File: src/design/ppc_regs.svh
// Constants of the port pin configuration register bank.
// Assumes inclusion by its bare name from the package and design files.
//
// Contract
// RQ1 - Mode register pair fixes each pin's mode
// RQ2 - Reset: mode A ones, others zeros
// RQ3 - Input type bit: 0 TTL, 1 Schmitt
// RQ4 - Slew bit: 0 normal, 1 high speed
// RQ5 - Bit 7 pull-up, forced on as reset
// RQ6 - Bit 3 routes timer 1 to pin
// RQ7 - Bit 2 routes timer 0 to pin
// RQ8 - Software enables timer output in timer mode
// RQ9 - Bit 0 selects extra pin input type
// RQ10 - Shared addresses split by selected page
// RQ11 - Page bit comes from outside, default 0
// RQ12 - Pair 00 quasi, 01 push, 10 input, 11 drain
`ifndef PPC_REGS_SVH
`define PPC_REGS_SVH

// -----------------------------------------------------------------
// Register indices; byte address is four times the index
// -----------------------------------------------------------------
`define PPC_ADDR_W 12
`define PPC_IDX_W 10
`define PPC_IDX_PORT0_A 10'h0B1
`define PPC_IDX_PORT0_B 10'h0B2
`define PPC_IDX_PORT1_A 10'h0B3
`define PPC_IDX_PORT1_B 10'h0B4
`define PPC_IDX_EXTRA 10'h0B5

// -----------------------------------------------------------------
// Reset values and fields
// -----------------------------------------------------------------
`define PPC_RST_MODE_A 8'hFF
`define PPC_RST_ZERO 8'h00
`define PPC_EXTRA_MASK 8'h8D
`define PPC_BIT_PULLUP 7
`define PPC_BIT_T1_OE 3
`define PPC_BIT_T0_OE 2
`define PPC_BIT_SCHMITT 0
`define PPC_PAGE_0 1'b0
`define PPC_PAGE_1 1'b1

// -----------------------------------------------------------------
// Bus answer codes
// -----------------------------------------------------------------
`define PPC_RESP_OKAY 2'h0
`define PPC_RESP_DECERR 2'h3
`define PPC_DATA_ZERO 32'h00000000

`endif

File: src/design/ppc_pkg.sv
// Types shared by the port pin configuration design files.
// Assumes the constants header sits beside it.
package ppc_pkg;
    `include "ppc_regs.svh"

    // -------------------------------------------------------------
    // Pin I/O mode, encoded as {mode A bit, mode B bit}
    // -------------------------------------------------------------
    typedef enum logic [1:0] {
        PPC_QUASI_BIDIR = 2'h0,
        PPC_PUSH_PULL = 2'h1,
        PPC_INPUT_ONLY = 2'h2,
        PPC_OPEN_DRAIN = 2'h3
    } ppc_mode_type;

    // -------------------------------------------------------------
    // Write channel states, one-hot
    // -------------------------------------------------------------
    typedef enum logic [2:0] {
        PPC_WR_COLLECT = 3'h1,
        PPC_WR_COMMIT = 3'h2,
        PPC_WR_RESP = 3'h4
    } ppc_wr_state_type;
endpackage

File: src/design/ppc_mode_decode.sv
// Per-pin I/O mode decoder for one eight-pin port.
// Assumes mode registers on the same clock; outputs are one-hot per pin.
`timescale 1ns/100ps
`include "ppc_regs.svh"
module ppc_mode_decode (
    // Clock and reset
    input wire logic clk_sys,
    input wire logic nrst,
    // Mode register pair
    input wire logic [7:0] mode_a,
    input wire logic [7:0] mode_b,
    // Decoded modes
    output logic [7:0] quasi_bidir,
    output logic [7:0] push_pull,
    output logic [7:0] input_only,
    output logic [7:0] open_drain
);
    import ppc_pkg::*;

    // Pair to mode; A is the high bit of the code
    function automatic ppc_mode_type pin_mode(input logic a, input logic b);
        pin_mode = ppc_mode_type'({a, b});
    endfunction

    logic [7:0] next_quasi, next_push, next_input, next_drain;

    // Decode each pin from its bit n of both registers
    always_comb begin
        for (int n = 0; n < 8; n++) begin
            next_quasi[n] = (pin_mode(mode_a[n], mode_b[n]) == PPC_QUASI_BIDIR); // [RQ1] [RQ12]
            next_push[n] = (pin_mode(mode_a[n], mode_b[n]) == PPC_PUSH_PULL); // [RQ12]
            next_input[n] = (pin_mode(mode_a[n], mode_b[n]) == PPC_INPUT_ONLY); // [RQ12]
            next_drain[n] = (pin_mode(mode_a[n], mode_b[n]) == PPC_OPEN_DRAIN); // [RQ12]
        end
    end

    // Registered so pad drivers see glitch-free selects
    always_ff @(posedge clk_sys) begin
        if (!nrst) begin
            quasi_bidir <= `PPC_RST_ZERO;
            push_pull <= `PPC_RST_ZERO;
            input_only <= `PPC_RST_MODE_A;
            open_drain <= `PPC_RST_ZERO;
        end else begin
            quasi_bidir <= next_quasi;
            push_pull <= next_push;
            input_only <= next_input;
            open_drain <= next_drain;
        end
    end
endmodule

File: src/design/ppc_port_config.sv
// Port pin configuration register bank behind an AXI4-Lite slave.
// Assumes page select, reset-pin strap and timer outputs on clk_sys.
`timescale 1ns/100ps
`include "ppc_regs.svh"
module ppc_port_config (
    // Clock and reset
    input wire logic clk_sys,
    input wire logic nrst,
    // AXI4-Lite write address
    input wire logic [`PPC_ADDR_W-1:0] s_axi_awaddr,
    input wire logic [2:0] s_axi_awprot,
    input wire logic s_axi_awvalid,
    output logic s_axi_awready,
    // AXI4-Lite write data
    input wire logic [31:0] s_axi_wdata,
    input wire logic [3:0] s_axi_wstrb,
    input wire logic s_axi_wvalid,
    output logic s_axi_wready,
    // AXI4-Lite write response
    output logic [1:0] s_axi_bresp,
    output logic s_axi_bvalid,
    input wire logic s_axi_bready,
    // AXI4-Lite read address
    input wire logic [`PPC_ADDR_W-1:0] s_axi_araddr,
    input wire logic [2:0] s_axi_arprot,
    input wire logic s_axi_arvalid,
    output logic s_axi_arready,
    // AXI4-Lite read data
    output logic [31:0] s_axi_rdata,
    output logic [1:0] s_axi_rresp,
    output logic s_axi_rvalid,
    input wire logic s_axi_rready,
    // Context from the rest of the core
    input wire logic sfr_page_sel,
    input wire logic reset_pin_disable,
    input wire logic timer0_out,
    input wire logic timer1_out,
    // Port 0 pin controls
    output logic [7:0] port0_quasi_bidir,
    output logic [7:0] port0_push_pull,
    output logic [7:0] port0_input_only,
    output logic [7:0] port0_open_drain,
    output logic [7:0] port0_schmitt_sel,
    output logic [7:0] port0_fast_slew,
    // Port 1 pin controls
    output logic [7:0] port1_quasi_bidir,
    output logic [7:0] port1_push_pull,
    output logic [7:0] port1_input_only,
    output logic [7:0] port1_open_drain,
    output logic [7:0] port1_schmitt_sel,
    output logic [7:0] port1_fast_slew,
    // Extra pin and timer pins
    output logic extra_pin_pullup_en,
    output logic extra_pin_schmitt_sel,
    output logic timer0_pin_out,
    output logic timer0_pin_oe,
    output logic timer1_pin_out,
    output logic timer1_pin_oe
);
    import ppc_pkg::*;

    // -----------------------------------------------------------------
    // Address helpers
    // -----------------------------------------------------------------

    // Word index of a byte address; low two bits ignored
    function automatic logic [`PPC_IDX_W-1:0] word_index(input logic [`PPC_ADDR_W-1:0] addr);
        word_index = addr[`PPC_ADDR_W-1:2];
    endfunction

    // True when an index falls on a mapped register
    function automatic logic is_mapped(input logic [`PPC_IDX_W-1:0] idx);
        is_mapped = (idx >= `PPC_IDX_PORT0_A) && (idx <= `PPC_IDX_EXTRA);
    endfunction

    // -----------------------------------------------------------------
    // Register storage
    // -----------------------------------------------------------------
    logic [7:0] port0_mode_sel_a;
    logic [7:0] port0_mode_sel_b;
    logic [7:0] port0_input_type;
    logic [7:0] port0_slew_ctrl;
    logic [7:0] port1_mode_sel_a;
    logic [7:0] port1_mode_sel_b;
    logic [7:0] port1_input_type;
    logic [7:0] port1_slew_ctrl;
    logic [7:0] extra_pin_settings;

    // -----------------------------------------------------------------
    // Write channel
    // -----------------------------------------------------------------
    ppc_wr_state_type wr_state;
    ppc_wr_state_type next_wr_state;
    logic aw_held;
    logic w_held;
    logic [`PPC_IDX_W-1:0] wr_idx;
    logic [7:0] wr_byte;
    logic wr_lane0;
    logic [1:0] next_bresp;

    wire aw_fire = s_axi_awvalid && s_axi_awready;
    wire w_fire = s_axi_wvalid && s_axi_wready;
    wire collecting = (wr_state == PPC_WR_COLLECT);
    wire commit = (wr_state == PPC_WR_COMMIT);
    wire both_held = (aw_held || aw_fire) && (w_held || w_fire);

    // Each channel is taken once per write, in either order
    assign s_axi_awready = collecting && !aw_held;
    assign s_axi_wready = collecting && !w_held;
    assign s_axi_bvalid = (wr_state == PPC_WR_RESP);

    // Write state sequence: collect both halves, commit, answer
    always_comb begin
        next_wr_state = wr_state;
        case (wr_state)
            PPC_WR_COLLECT: begin
                if (both_held) begin
                    next_wr_state = PPC_WR_COMMIT;
                end
            end
            PPC_WR_COMMIT: begin
                next_wr_state = PPC_WR_RESP;
            end
            PPC_WR_RESP: begin
                if (s_axi_bready) begin
                    next_wr_state = PPC_WR_COLLECT;
                end
            end
            default: begin
                next_wr_state = PPC_WR_COLLECT;
            end
        endcase
    end

    always_ff @(posedge clk_sys) begin
        if (!nrst) begin
            wr_state <= PPC_WR_COLLECT;
        end else begin
            wr_state <= next_wr_state;
        end
    end

    // Hold flags drop once the commit cycle has used them
    always_ff @(posedge clk_sys) begin
        if (!nrst) begin
            aw_held <= 1'b0;
            w_held <= 1'b0;
        end else if (commit) begin
            aw_held <= 1'b0;
            w_held <= 1'b0;
        end else begin
            aw_held <= aw_held || aw_fire;
            w_held <= w_held || w_fire;
        end
    end

    // Captured address and data of the pending write
    always_ff @(posedge clk_sys) begin
        if (!nrst) begin
            wr_idx <= '0;
            wr_byte <= `PPC_RST_ZERO;
            wr_lane0 <= 1'b0;
        end else begin
            if (aw_fire) begin
                wr_idx <= word_index(s_axi_awaddr);
            end
            if (w_fire) begin
                wr_byte <= s_axi_wdata[7:0];
                wr_lane0 <= s_axi_wstrb[0];
            end
        end
    end

    // Unmapped addresses still answer, with a decode error
    assign next_bresp = is_mapped(wr_idx) ? `PPC_RESP_OKAY : `PPC_RESP_DECERR;

    always_ff @(posedge clk_sys) begin
        if (!nrst) begin
            s_axi_bresp <= `PPC_RESP_OKAY;
        end else if (commit) begin
            s_axi_bresp <= next_bresp;
        end
    end

    // -----------------------------------------------------------------
    // Write decode; page taken at the commit edge
    // -----------------------------------------------------------------
    wire wr_go = commit && wr_lane0;
    wire wr_page0 = (sfr_page_sel == `PPC_PAGE_0); // [RQ11]
    wire wr_p0a = wr_go && (wr_idx == `PPC_IDX_PORT0_A);
    wire wr_p0b = wr_go && (wr_idx == `PPC_IDX_PORT0_B);
    wire wr_p1a = wr_go && (wr_idx == `PPC_IDX_PORT1_A);
    wire wr_p1b = wr_go && (wr_idx == `PPC_IDX_PORT1_B);
    wire wr_ext = wr_go && (wr_idx == `PPC_IDX_EXTRA);

    // Page 0 and page 1 registers each hold their own value
    wire we_p0_mode_a = wr_p0a && wr_page0; // [RQ10]
    wire we_p0_itype = wr_p0a && !wr_page0; // [RQ10]
    wire we_p0_mode_b = wr_p0b && wr_page0; // [RQ10]
    wire we_p0_slew = wr_p0b && !wr_page0; // [RQ10]
    wire we_p1_mode_a = wr_p1a && wr_page0; // [RQ10]
    wire we_p1_itype = wr_p1a && !wr_page0; // [RQ10]
    wire we_p1_mode_b = wr_p1b && wr_page0; // [RQ10]
    wire we_p1_slew = wr_p1b && !wr_page0; // [RQ10]

    // Port 0 registers
    always_ff @(posedge clk_sys) begin
        if (!nrst) begin
            port0_mode_sel_a <= `PPC_RST_MODE_A; // [RQ2]
            port0_mode_sel_b <= `PPC_RST_ZERO; // [RQ2]
            port0_input_type <= `PPC_RST_ZERO; // [RQ2]
            port0_slew_ctrl <= `PPC_RST_ZERO; // [RQ2]
        end else begin
            if (we_p0_mode_a) port0_mode_sel_a <= wr_byte;
            if (we_p0_mode_b) port0_mode_sel_b <= wr_byte;
            if (we_p0_itype) port0_input_type <= wr_byte;
            if (we_p0_slew) port0_slew_ctrl <= wr_byte;
        end
    end

    // Port 1 registers
    always_ff @(posedge clk_sys) begin
        if (!nrst) begin
            port1_mode_sel_a <= `PPC_RST_MODE_A; // [RQ2]
            port1_mode_sel_b <= `PPC_RST_ZERO; // [RQ2]
            port1_input_type <= `PPC_RST_ZERO; // [RQ2]
            port1_slew_ctrl <= `PPC_RST_ZERO; // [RQ2]
        end else begin
            if (we_p1_mode_a) port1_mode_sel_a <= wr_byte;
            if (we_p1_mode_b) port1_mode_sel_b <= wr_byte;
            if (we_p1_itype) port1_input_type <= wr_byte;
            if (we_p1_slew) port1_slew_ctrl <= wr_byte;
        end
    end

    // Extra pin register has no page; unused bits never store
    always_ff @(posedge clk_sys) begin
        if (!nrst) begin
            extra_pin_settings <= `PPC_RST_ZERO;
        end else if (wr_ext) begin
            extra_pin_settings <= wr_byte & `PPC_EXTRA_MASK; // [RQ9]
        end
    end

    // -----------------------------------------------------------------
    // Read channel
    // -----------------------------------------------------------------
    wire ar_fire = s_axi_arvalid && s_axi_arready;
    wire [`PPC_IDX_W-1:0] rd_idx = word_index(s_axi_araddr);
    wire rd_page0 = (sfr_page_sel == `PPC_PAGE_0); // [RQ11]

    // Shared addresses return the register of the current page
    wire [7:0] rd_p0a = rd_page0 ? port0_mode_sel_a : port0_input_type; // [RQ10]
    wire [7:0] rd_p0b = rd_page0 ? port0_mode_sel_b : port0_slew_ctrl; // [RQ10]
    wire [7:0] rd_p1a = rd_page0 ? port1_mode_sel_a : port1_input_type; // [RQ10]
    wire [7:0] rd_p1b = rd_page0 ? port1_mode_sel_b : port1_slew_ctrl; // [RQ10]

    wire [7:0] rd_byte =
        (rd_idx == `PPC_IDX_PORT0_A) ? rd_p0a :
        (rd_idx == `PPC_IDX_PORT0_B) ? rd_p0b :
        (rd_idx == `PPC_IDX_PORT1_A) ? rd_p1a :
        (rd_idx == `PPC_IDX_PORT1_B) ? rd_p1b :
        (rd_idx == `PPC_IDX_EXTRA) ? extra_pin_settings :
        `PPC_RST_ZERO;

    // One read in flight; a new address waits for the answer
    assign s_axi_arready = !s_axi_rvalid;

    always_ff @(posedge clk_sys) begin
        if (!nrst) begin
            s_axi_rvalid <= 1'b0;
            s_axi_rdata <= `PPC_DATA_ZERO;
            s_axi_rresp <= `PPC_RESP_OKAY;
        end else if (ar_fire) begin
            s_axi_rvalid <= 1'b1;
            s_axi_rdata <= {24'h000000, rd_byte};
            s_axi_rresp <= is_mapped(rd_idx) ? `PPC_RESP_OKAY : `PPC_RESP_DECERR;
        end else if (s_axi_rready) begin
            s_axi_rvalid <= 1'b0;
        end
    end

    // -----------------------------------------------------------------
    // Pin mode decoding, one decoder per port
    // -----------------------------------------------------------------
    ppc_mode_decode u_port0_mode (
        .clk_sys(clk_sys),
        .nrst(nrst),
        .mode_a(port0_mode_sel_a),
        .mode_b(port0_mode_sel_b),
        .quasi_bidir(port0_quasi_bidir),
        .push_pull(port0_push_pull),
        .input_only(port0_input_only),
        .open_drain(port0_open_drain)
    );

    ppc_mode_decode u_port1_mode (
        .clk_sys(clk_sys),
        .nrst(nrst),
        .mode_a(port1_mode_sel_a),
        .mode_b(port1_mode_sel_b),
        .quasi_bidir(port1_quasi_bidir),
        .push_pull(port1_push_pull),
        .input_only(port1_input_only),
        .open_drain(port1_open_drain)
    );

    // -----------------------------------------------------------------
    // Extra pin and timer pin routing
    // -----------------------------------------------------------------

    // As a reset pin the pull-up cannot be switched off
    wire next_pullup = reset_pin_disable ?
        1'b1 : extra_pin_settings[`PPC_BIT_PULLUP]; // [RQ5]
    wire t0_en = extra_pin_settings[`PPC_BIT_T0_OE];
    wire t1_en = extra_pin_settings[`PPC_BIT_T1_OE];

    // Buffer and slew selects follow their registers directly
    assign port0_schmitt_sel = port0_input_type; // [RQ3]
    assign port1_schmitt_sel = port1_input_type; // [RQ3]
    assign port0_fast_slew = port0_slew_ctrl; // [RQ4]
    assign port1_fast_slew = port1_slew_ctrl; // [RQ4]
    assign extra_pin_schmitt_sel = extra_pin_settings[`PPC_BIT_SCHMITT]; // [RQ9]

    // Timer outputs gated and retimed; a counter-mode timer is not
    // blocked here, software is trusted to enable only in timer mode
    always_ff @(posedge clk_sys) begin
        if (!nrst) begin
            extra_pin_pullup_en <= 1'b1;
            timer0_pin_out <= 1'b0;
            timer0_pin_oe <= 1'b0;
            timer1_pin_out <= 1'b0;
            timer1_pin_oe <= 1'b0;
        end else begin
            extra_pin_pullup_en <= next_pullup; // [RQ5]
            timer0_pin_out <= timer0_out && t0_en; // [RQ7] [RQ8]
            timer0_pin_oe <= t0_en; // [RQ7]
            timer1_pin_out <= timer1_out && t1_en; // [RQ6] [RQ8]
            timer1_pin_oe <= t1_en; // [RQ6]
        end
    end

    // Protection bits carry no meaning for this bank
    wire unused_prot = ^{s_axi_awprot, s_axi_arprot, s_axi_wdata[31:8], s_axi_wstrb[3:1]};
endmodule

File: config.mk
export PLATFORM = sky130hd
export DESIGN_NAME = ppc_port_config
export DESIGN_NICKNAME = d
export VERILOG_FILES = /design/src/design/ppc_pkg.sv /design/src/design/ppc_mode_decode.sv /design/src/design/ppc_port_config.sv
export VERILOG_INCLUDE_DIRS = /design/src /design/src/design
export SDC_FILE = /design/constraint.sdc
export NUM_CORES = 1
export LEC_CHECK = 0
export ABC_AREA = 1
export BUFFER_PORTS_ARGS = -buffer_cell sky130_fd_sc_hd__buf_4
export CAP_MARGIN = 20
export CELL_PAD_IN_SITES_DETAIL_PLACEMENT = 1
export CELL_PAD_IN_SITES_GLOBAL_PLACEMENT = 1
export CORE_ASPECT_RATIO = 1.2
export CORE_MARGIN = 10
export CORE_UTILIZATION = 30
export CTS_BUF_LIST = sky130_fd_sc_hd__clkbuf_16
export CTS_CLUSTER_SIZE = 24
export DETAILED_ROUTE_END_ITERATION = 10
export HOLD_SLACK_MARGIN = 0.06
export PLACE_DENSITY_LB_ADDON = 0.1
export RECOVER_POWER = 100
export SLEW_MARGIN = 20
export SYNTH_ARGS = -nofsm -noshare
export SYNTH_HDL_FRONTEND = slang
export SYNTH_HIERARCHICAL = 1
export SYNTH_SLANG_ARGS = --single-unit
File: constraint.sdc
create_clock -name clk_sys -period 1.64 [get_ports clk_sys]
set_input_delay 0.246 -clock clk_sys [delete_from_list [all_inputs] [get_ports clk_sys]]
set_output_delay 0.246 -clock clk_sys [all_outputs]
set_load 0.01 [all_outputs]
==> impl_metrics.yaml, run 1 <==
worst_setup_path:
  worstPathArrival_ns: 1.98
  worstReg2RegEnd: "port0_mode_sel_b[7]"
  path_max_fanout: 8
  r2r-start: "wr_state[1]"
  rr_worst_depth: 9
  startpoint: "wr_state[1]"
  end_kind: "flop"
  rrSetupSlack_ns: -0.02
  setup.worst_path.class: "flop to flop"
  required_ns: 1.96
  crit_path_start_kind: "flop"
  setup.worst_path.end: "port0_mode_sel_b[7]"
placed_design:
  hpwl_mm: 17.65
  portBuffers: 158
  place_congestion: 0.8310
  placed_area_um2: 8519
cells_and_area:
  area_growth_pct: 32.44
  antenna_cells: 0
  finalInstanceArea_um2: 9001
  drive_gt1_share_pct: 16.28
  nets: 1182
  n_fill_cell: 2858
  largest_reg_flops: 10
  regMostFlops: "wr_idx"
  final_core_util_pct: 40.23
pwr:
  pwr-share-clk_pct: 40.1
  internal_power_mw: 7.154
  power_leakage_nw: 3.871
  ir_worst_vdd_mv: 0.7194
  p_sw_mw: 2.947
  comb_power_share_pct: 12.5
  power_frac_seq_pct: 47.4
  netSwitchingFraction_pct: 29.17
  powerDensity_nw_per_um2: 1122
  p_total_mw: 10.10
clocking:
  htree_levels: 4
  clock_latency_ns: 0.43
  cts_root_buffer: "clkbuf_16"
  cts.path.max_buffers: 2
  clkTransAtPathRegs_ns: 0.07
  numCtsBuffers: 17
  cts_tree: "done"
  cts_sinks: 172
global_route:
  grt_pass1_wl_mm: 35.32
  first_global_vias: 6406
  grt.overflow.total: 0
  track_usage_pct: 15.62
  grt_antenna_before_repair: 0
  grt_max_degree: 35
floorplanning:
  rows: 60
  die_h_um: 184.9
  ios: 220
  die-width_um: 157.4
  dieArea_um2: 29100
  initial_utilization_pct: 30.38
  core_area_um2: 22370
logic_synthesis:
  synth_top_area_share_pct: 50.66
  synth_cells: 896
  synth_edf_count: 0
  ys_seq_elements: 172
  ys_types: 31
  yosysTopAreaCell: "dfxtp_1"
  ys_warn_count: 6
  ys.flop_type: "dfxtp_1"
  async_reset_ff_share_pct: 0
  syn_area_um2: 6797
  syn_area_per_cell_um2: 7.585
  ys_seq_area_share_pct: 50.66
  yosys-top-cells-area: "dfxtp_1 (51%), nand2_1 (9.9%), inv_1 (6.8%)"
sta:
  setup_viol: 14
  fin_crit_ns: 1.664
  worstMarginPinSlew_ns: 1.111
  rsz0062_at_grt: "true"
  finalCritPeriodShare_pct: 101.5
  slew_viol_final: 0
  worst_slack_ns: -0.02393
  finalHoldViolCount: 0
  slew-limit-headroom_pct: 25.92
  fin_worst_skew_ns: 0.01071
  setup_tns_ns: -0.1701
  fmax_mhz: 601.0
status:
  violations: "setup timing"
  status: "finished with violations"
routing:
  drt-pass1-iter-count: 4
  drc: 0
  wl_mm: 23.52
  via_per_inst: 4.548
  wl_per_cell_um: 16.84
  via_count: 6354
  ant_nets: 0
  dr.first_iter.drc_count: 313
worst_hold_path:
  hold_depth: 3
  min_path_type: "input pin to flop"
job:
  maxCapViolCount: 0
[metrics by stage]
stage | cells | worst slack (ns) | hold WS, ns
5_1_grt | 1397 | -0.1309 | 0.09070
4_1_cts | 1388 | -0.008429 | 0.08330
6_report | 1397 | -0.02393 | 0.09495
3_5_place_dp | 1346 | -0.06392 | 0.4323
3_3_place_gp | 1346 | 0.009638 | 0.4301
2_1_floorplan | 919 | 0.04816 | 0.3376
[synth_stat cells, types with 5 or more instances]
| cell | n |
|---|---|
| nand3_1 | 35 |
| nor3_1 | 7 |
| o21ai_0 | 87 |
| nor2_1 | 98 |
| dfxtp_1 | 172 |
| nand2_1 | 179 |
| a21oi_1 | 82 |
| nand4_1 | 6 |
| buf_4 | 26 |
| clkbuf_1 | 23 |
| buf_6 | 8 |
| o211ai_1 | 14 |
| buf_2 | 5 |
| inv_1 | 123 |
[what timing repair did]
| item | in CTS | in global routing |
|---|---|---|
| pin swaps | 0 | 7 |
| hold buffers | 8 | 0 |
| gates cloned | 0 | 5 |
| endpoints found under the setup margin | 11 | 81 |
| gates resized for setup | 5 | 70 |
| hold endpoints to repair | 8 | 0 |
| setup buffers | 2 | 4 |
[kinds of logic after synthesis]
kind of cell	synth area share, %
DFF	50.66
other	0.05518
AOI/OAI and AO/OA	15.54
and+or+nand+nor	20.95
buffers and inverters	12.79
[layout make-up]
type / instances / area (um^2) / share of cell area [%]
Clock buffer: 17 / 425.4 / 4.726
Clock inverter: 15 / 161.4 / 1.793
Inverter: 124 / 469.2 / 5.213
Multi-Input combinational cell: 560 / 2735 / 30.39
Sequential cell: 172 / 3445 / 38.27
Tap cell: 279 / 349.1 / 3.878
Timing Repair Buffer: 229 / 1409 / 15.65
Timing Repair inverter: 1 / 7.507 / 0.08340
[critical path, cell delays in order (launching register included)]
cell and delay (ns):
dfxtp_2 0.33, inv_2 0.05, nor3_4 0.23, nand2_4 0.09, nor3_4 0.22, buf_12 0.17
nand3_4 0.11, buf_12 0.17, o21ai_1 0.11, a21oi_1 0.05
[layout by cell type (no fill, tap or decap), types with 4 or more instances in the layout]
cell type,instances
a21oi_1,77
a21oi_2,5
buf_12,7
buf_4,86
clkbuf_1,121
clkbuf_16,19
clkinvlp_4,6
conb_1,24
dfxtp_1,171
dlygate4sd3_1,8
inv_1,119
inv_2,4
inv_6,5
nand2_1,177
nand3_1,33
nand3_4,4
nand4_1,6
nor2_1,97
nor2_2,4
nor3_1,5
o211ai_1,14
o21ai_0,66
o21ai_1,6
o21ai_2,19
[worst min-delay path by stage]
stage / from / slack [ns] / endpoint
after floorplan: reset_pin_disable / 0.34 / extra_pin_pullup_en
after global placement: reset_pin_disable / 0.43 / extra_pin_pullup_en
after detailed placement: reset_pin_disable / 0.43 / extra_pin_pullup_en
after CTS: s_axi_awaddr[8] / 0.08 / wr_idx[6]
after global routing: s_axi_wdata[7] / 0.09 / wr_byte[7]
final: s_axi_wdata[4] / 0.09 / wr_byte[4]
[layer usage]
metal  GRT usage, %  part of all wire (%)
met3          4.665                   7.5
met1          18.31                    42
met2          26.05                    49
met4          6.330                   2.0
met5              0                     0
[power by group through the flow]
stage                     logic, mW  clock network, mW  registers (mW)
after floorplan               0.774                  0            4.60
after global placement         1.13                  0            4.83
after detailed placement       1.15                  0            4.84
after CTS                      1.21               4.17            4.74
after global routing           1.42               4.34            4.82
final                          1.26               4.05            4.79
(Power assumes the default switching activity.)
==> run 2: changes to the inputs <==
==> constraint.sdc (replaced) <==
create_clock -name clk_sys -period 2.1 [get_ports clk_sys]
set_input_delay 0.315 -clock clk_sys [delete_from_list [all_inputs] [get_ports clk_sys]]
set_output_delay 0.315 -clock clk_sys [all_outputs]
set_load 0.01 [all_outputs]
==> run 2 against run 1 <==
Largest power group unchanged. Highest routed layer unchanged. The flow now finishes without violations. Sequential power is 23% lower. Count of clock-buffer cells in the layout stayed put. Sequential cell count stayed put. Clock power is 20% lower.
==> impl_metrics.yaml, run 2 (same netlist as run 1, synthesis figures left out) <==
status:
  status: "completed"
clocking:
  hold_buffers: 1
  cts_sinks: 172
  cts_tree: "done"
  numCtsBuffers: 17
  cts-resized-gates: 0
  cts_setup_buffers: 0
  cts.path.max_buffers: 2
  cts_root_buffer: "clkbuf_16"
  htree_levels: 4
  clkTransAtPathRegs_ns: 0.07
  clock_latency_ns: 0.43
worst_setup_path:
  path_max_fanout: 16
  startpoint: "wr_idx[9]"
  setup.worst_path.class: "flop to flop"
  worstPathArrival_ns: 2.14
  cp_cell_sequence: "nor2_1 -> nand3_1 -> nor3_4 -> buf_4 -> nand3_2 -> nand2_1 -> o211ai_1"
  cpPeakStageDelay_ns: 0.38
  crit_path_start_kind: "flop"
  r2r-start: "wr_idx[9]"
  rr_worst_depth: 7
  required_ns: 2.36
  slowest_stage: "nor3_4"
  end_kind: "flop"
sta:
  finalHoldViolCount: 0
  setup_viol: 0
  rsz0062_at_grt: "false"
  slew-limit-headroom_pct: 13.55
  fin_worst_skew_ns: 0.006425
  finalCritPeriodShare_pct: 89.48
  fin_crit_ns: 1.879
  slew_viol_final: 0
  fmax_mhz: 532.2
  worstMarginPinSlew_ns: 1.297
  setup_tns_ns: 0
routing:
  drc: 0
  dr.first_iter.drc_count: 267
  via_count: 6004
  via_per_inst: 4.454
  drt-pass1-iter-count: 4
  wl_mm: 22.26
  ant_nets: 0
  wl_per_cell_um: 16.51
pwr:
  p_total_mw: 7.678
  powerDensity_nw_per_um2: 924.9
  ir_worst_vdd_mv: 0.4998
  power_leakage_nw: 3.545
cells_and_area:
  area_growth_pct: 22.15
  regMostFlops: "wr_idx"
  layout_commonest_cell: "nand2_1"
  seq_area_um2: 3443
  drive_gt1_share_pct: 8.793
  n_fill_cell: 2889
  nets: 1133
  largest_reg_flops: 10
  antenna_cells: 0
  multi_input_area_um2: 2550
  mostFrequentLayoutCells: "nand2_1 (179), dfxtp_1 (172), clkbuf_1 (126), inv_1 (124), nor2_1 (98)"
placed_design:
  portBuffers: 158
  hpwl_mm: 17.06
  place_congestion: 0.8474
worst_hold_path:
  hold_depth: 3
  holdCritStartpoint: "timer1_out"
  min_path_type: "input pin to flop"
floorplanning:
  initial_utilization_pct: 30.38
  core_area_um2: 22370
  die_h_um: 184.9
  ios: 220
  rows: 60
  dieArea_um2: 29100
  die-width_um: 157.4
global_route:
  track_usage_pct: 15.25
  grt_antenna_before_repair: 0
  grt_pass1_wl_mm: 34.53
  grt_max_degree: 71
  first_global_vias: 6192
  grt.overflow.total: 0
job:
  maxCapViolCount: 0
[run 2: cell count changes in the layout (fill, tap and decap cells not counted), moves of 6 or more]
cell,previous run,this run
o21ai_1,6,0
buf_12,7,1
o21ai_0,66,93
buf_4,86,50
dlygate4sd3_1,8,1
o21ai_2,19,0
[run 2: stage by stage]
step                util (%)  hold slack, ns  setup WS [ns]  instances  area, um^2
global placement       36.71          0.4477         0.2705       1315        8212
finish                 37.11          0.1005         0.2210       1348        8302
global route           37.11          0.1032        0.03835       1348        8302
floorplan                  -          0.4066         0.5082        919        6883
detailed placement     36.71          0.4520         0.2366       1315        8212
CTS                    39.41         0.08882         0.2327       1348        8817
[run 2: critical path, delay by kind of cell, from the launching register on]
kind | cells | cell delay (ns)
buf+inv | 1 | 0.21
simple gates | 5 | 1.10
flops | 1 | 0.31
compound gates | 1 | 0.08
[run 2: layer usage]
metal | vias up | share of wire [%] | track usage (%)
met1 | 2741 | 46 | 18.58
li1 | 3120 | - | -
met3 | 22 | 5.2 | 4.433
met5 | - | 0 | 0
met4 | 0 | 1.7 | 4.944
met2 | 121 | 47 | 25.23
[run 2: power breakdown]
group	total [mW]	switching (mW)	internal (mW)
sequential	3.70	0.281	3.42
clock	3.22	1.35	1.87
combinational	0.760	0.508	0.252
total	7.68	2.14	5.54
[run 2: path summary, 6_finish.rpt]
path                            slack, ns             endpoint
worst max-delay path                 0.22  port0_mode_sel_a[4]
worst min-delay path                 0.10       timer1_pin_out
worst max register to register       0.22  port0_mode_sel_a[4]
worst min register to register       0.46        timer0_pin_oe
[run 2: cell type report]
cell class              instances  area share, %
repair buffers                182          10.82
inverters                     124          5.607
clock buffers                  17          5.124
clock inverters                15          2.050
flip-flops and latches        172          41.48
multi-input cells             559          30.72
well taps                     279          4.205
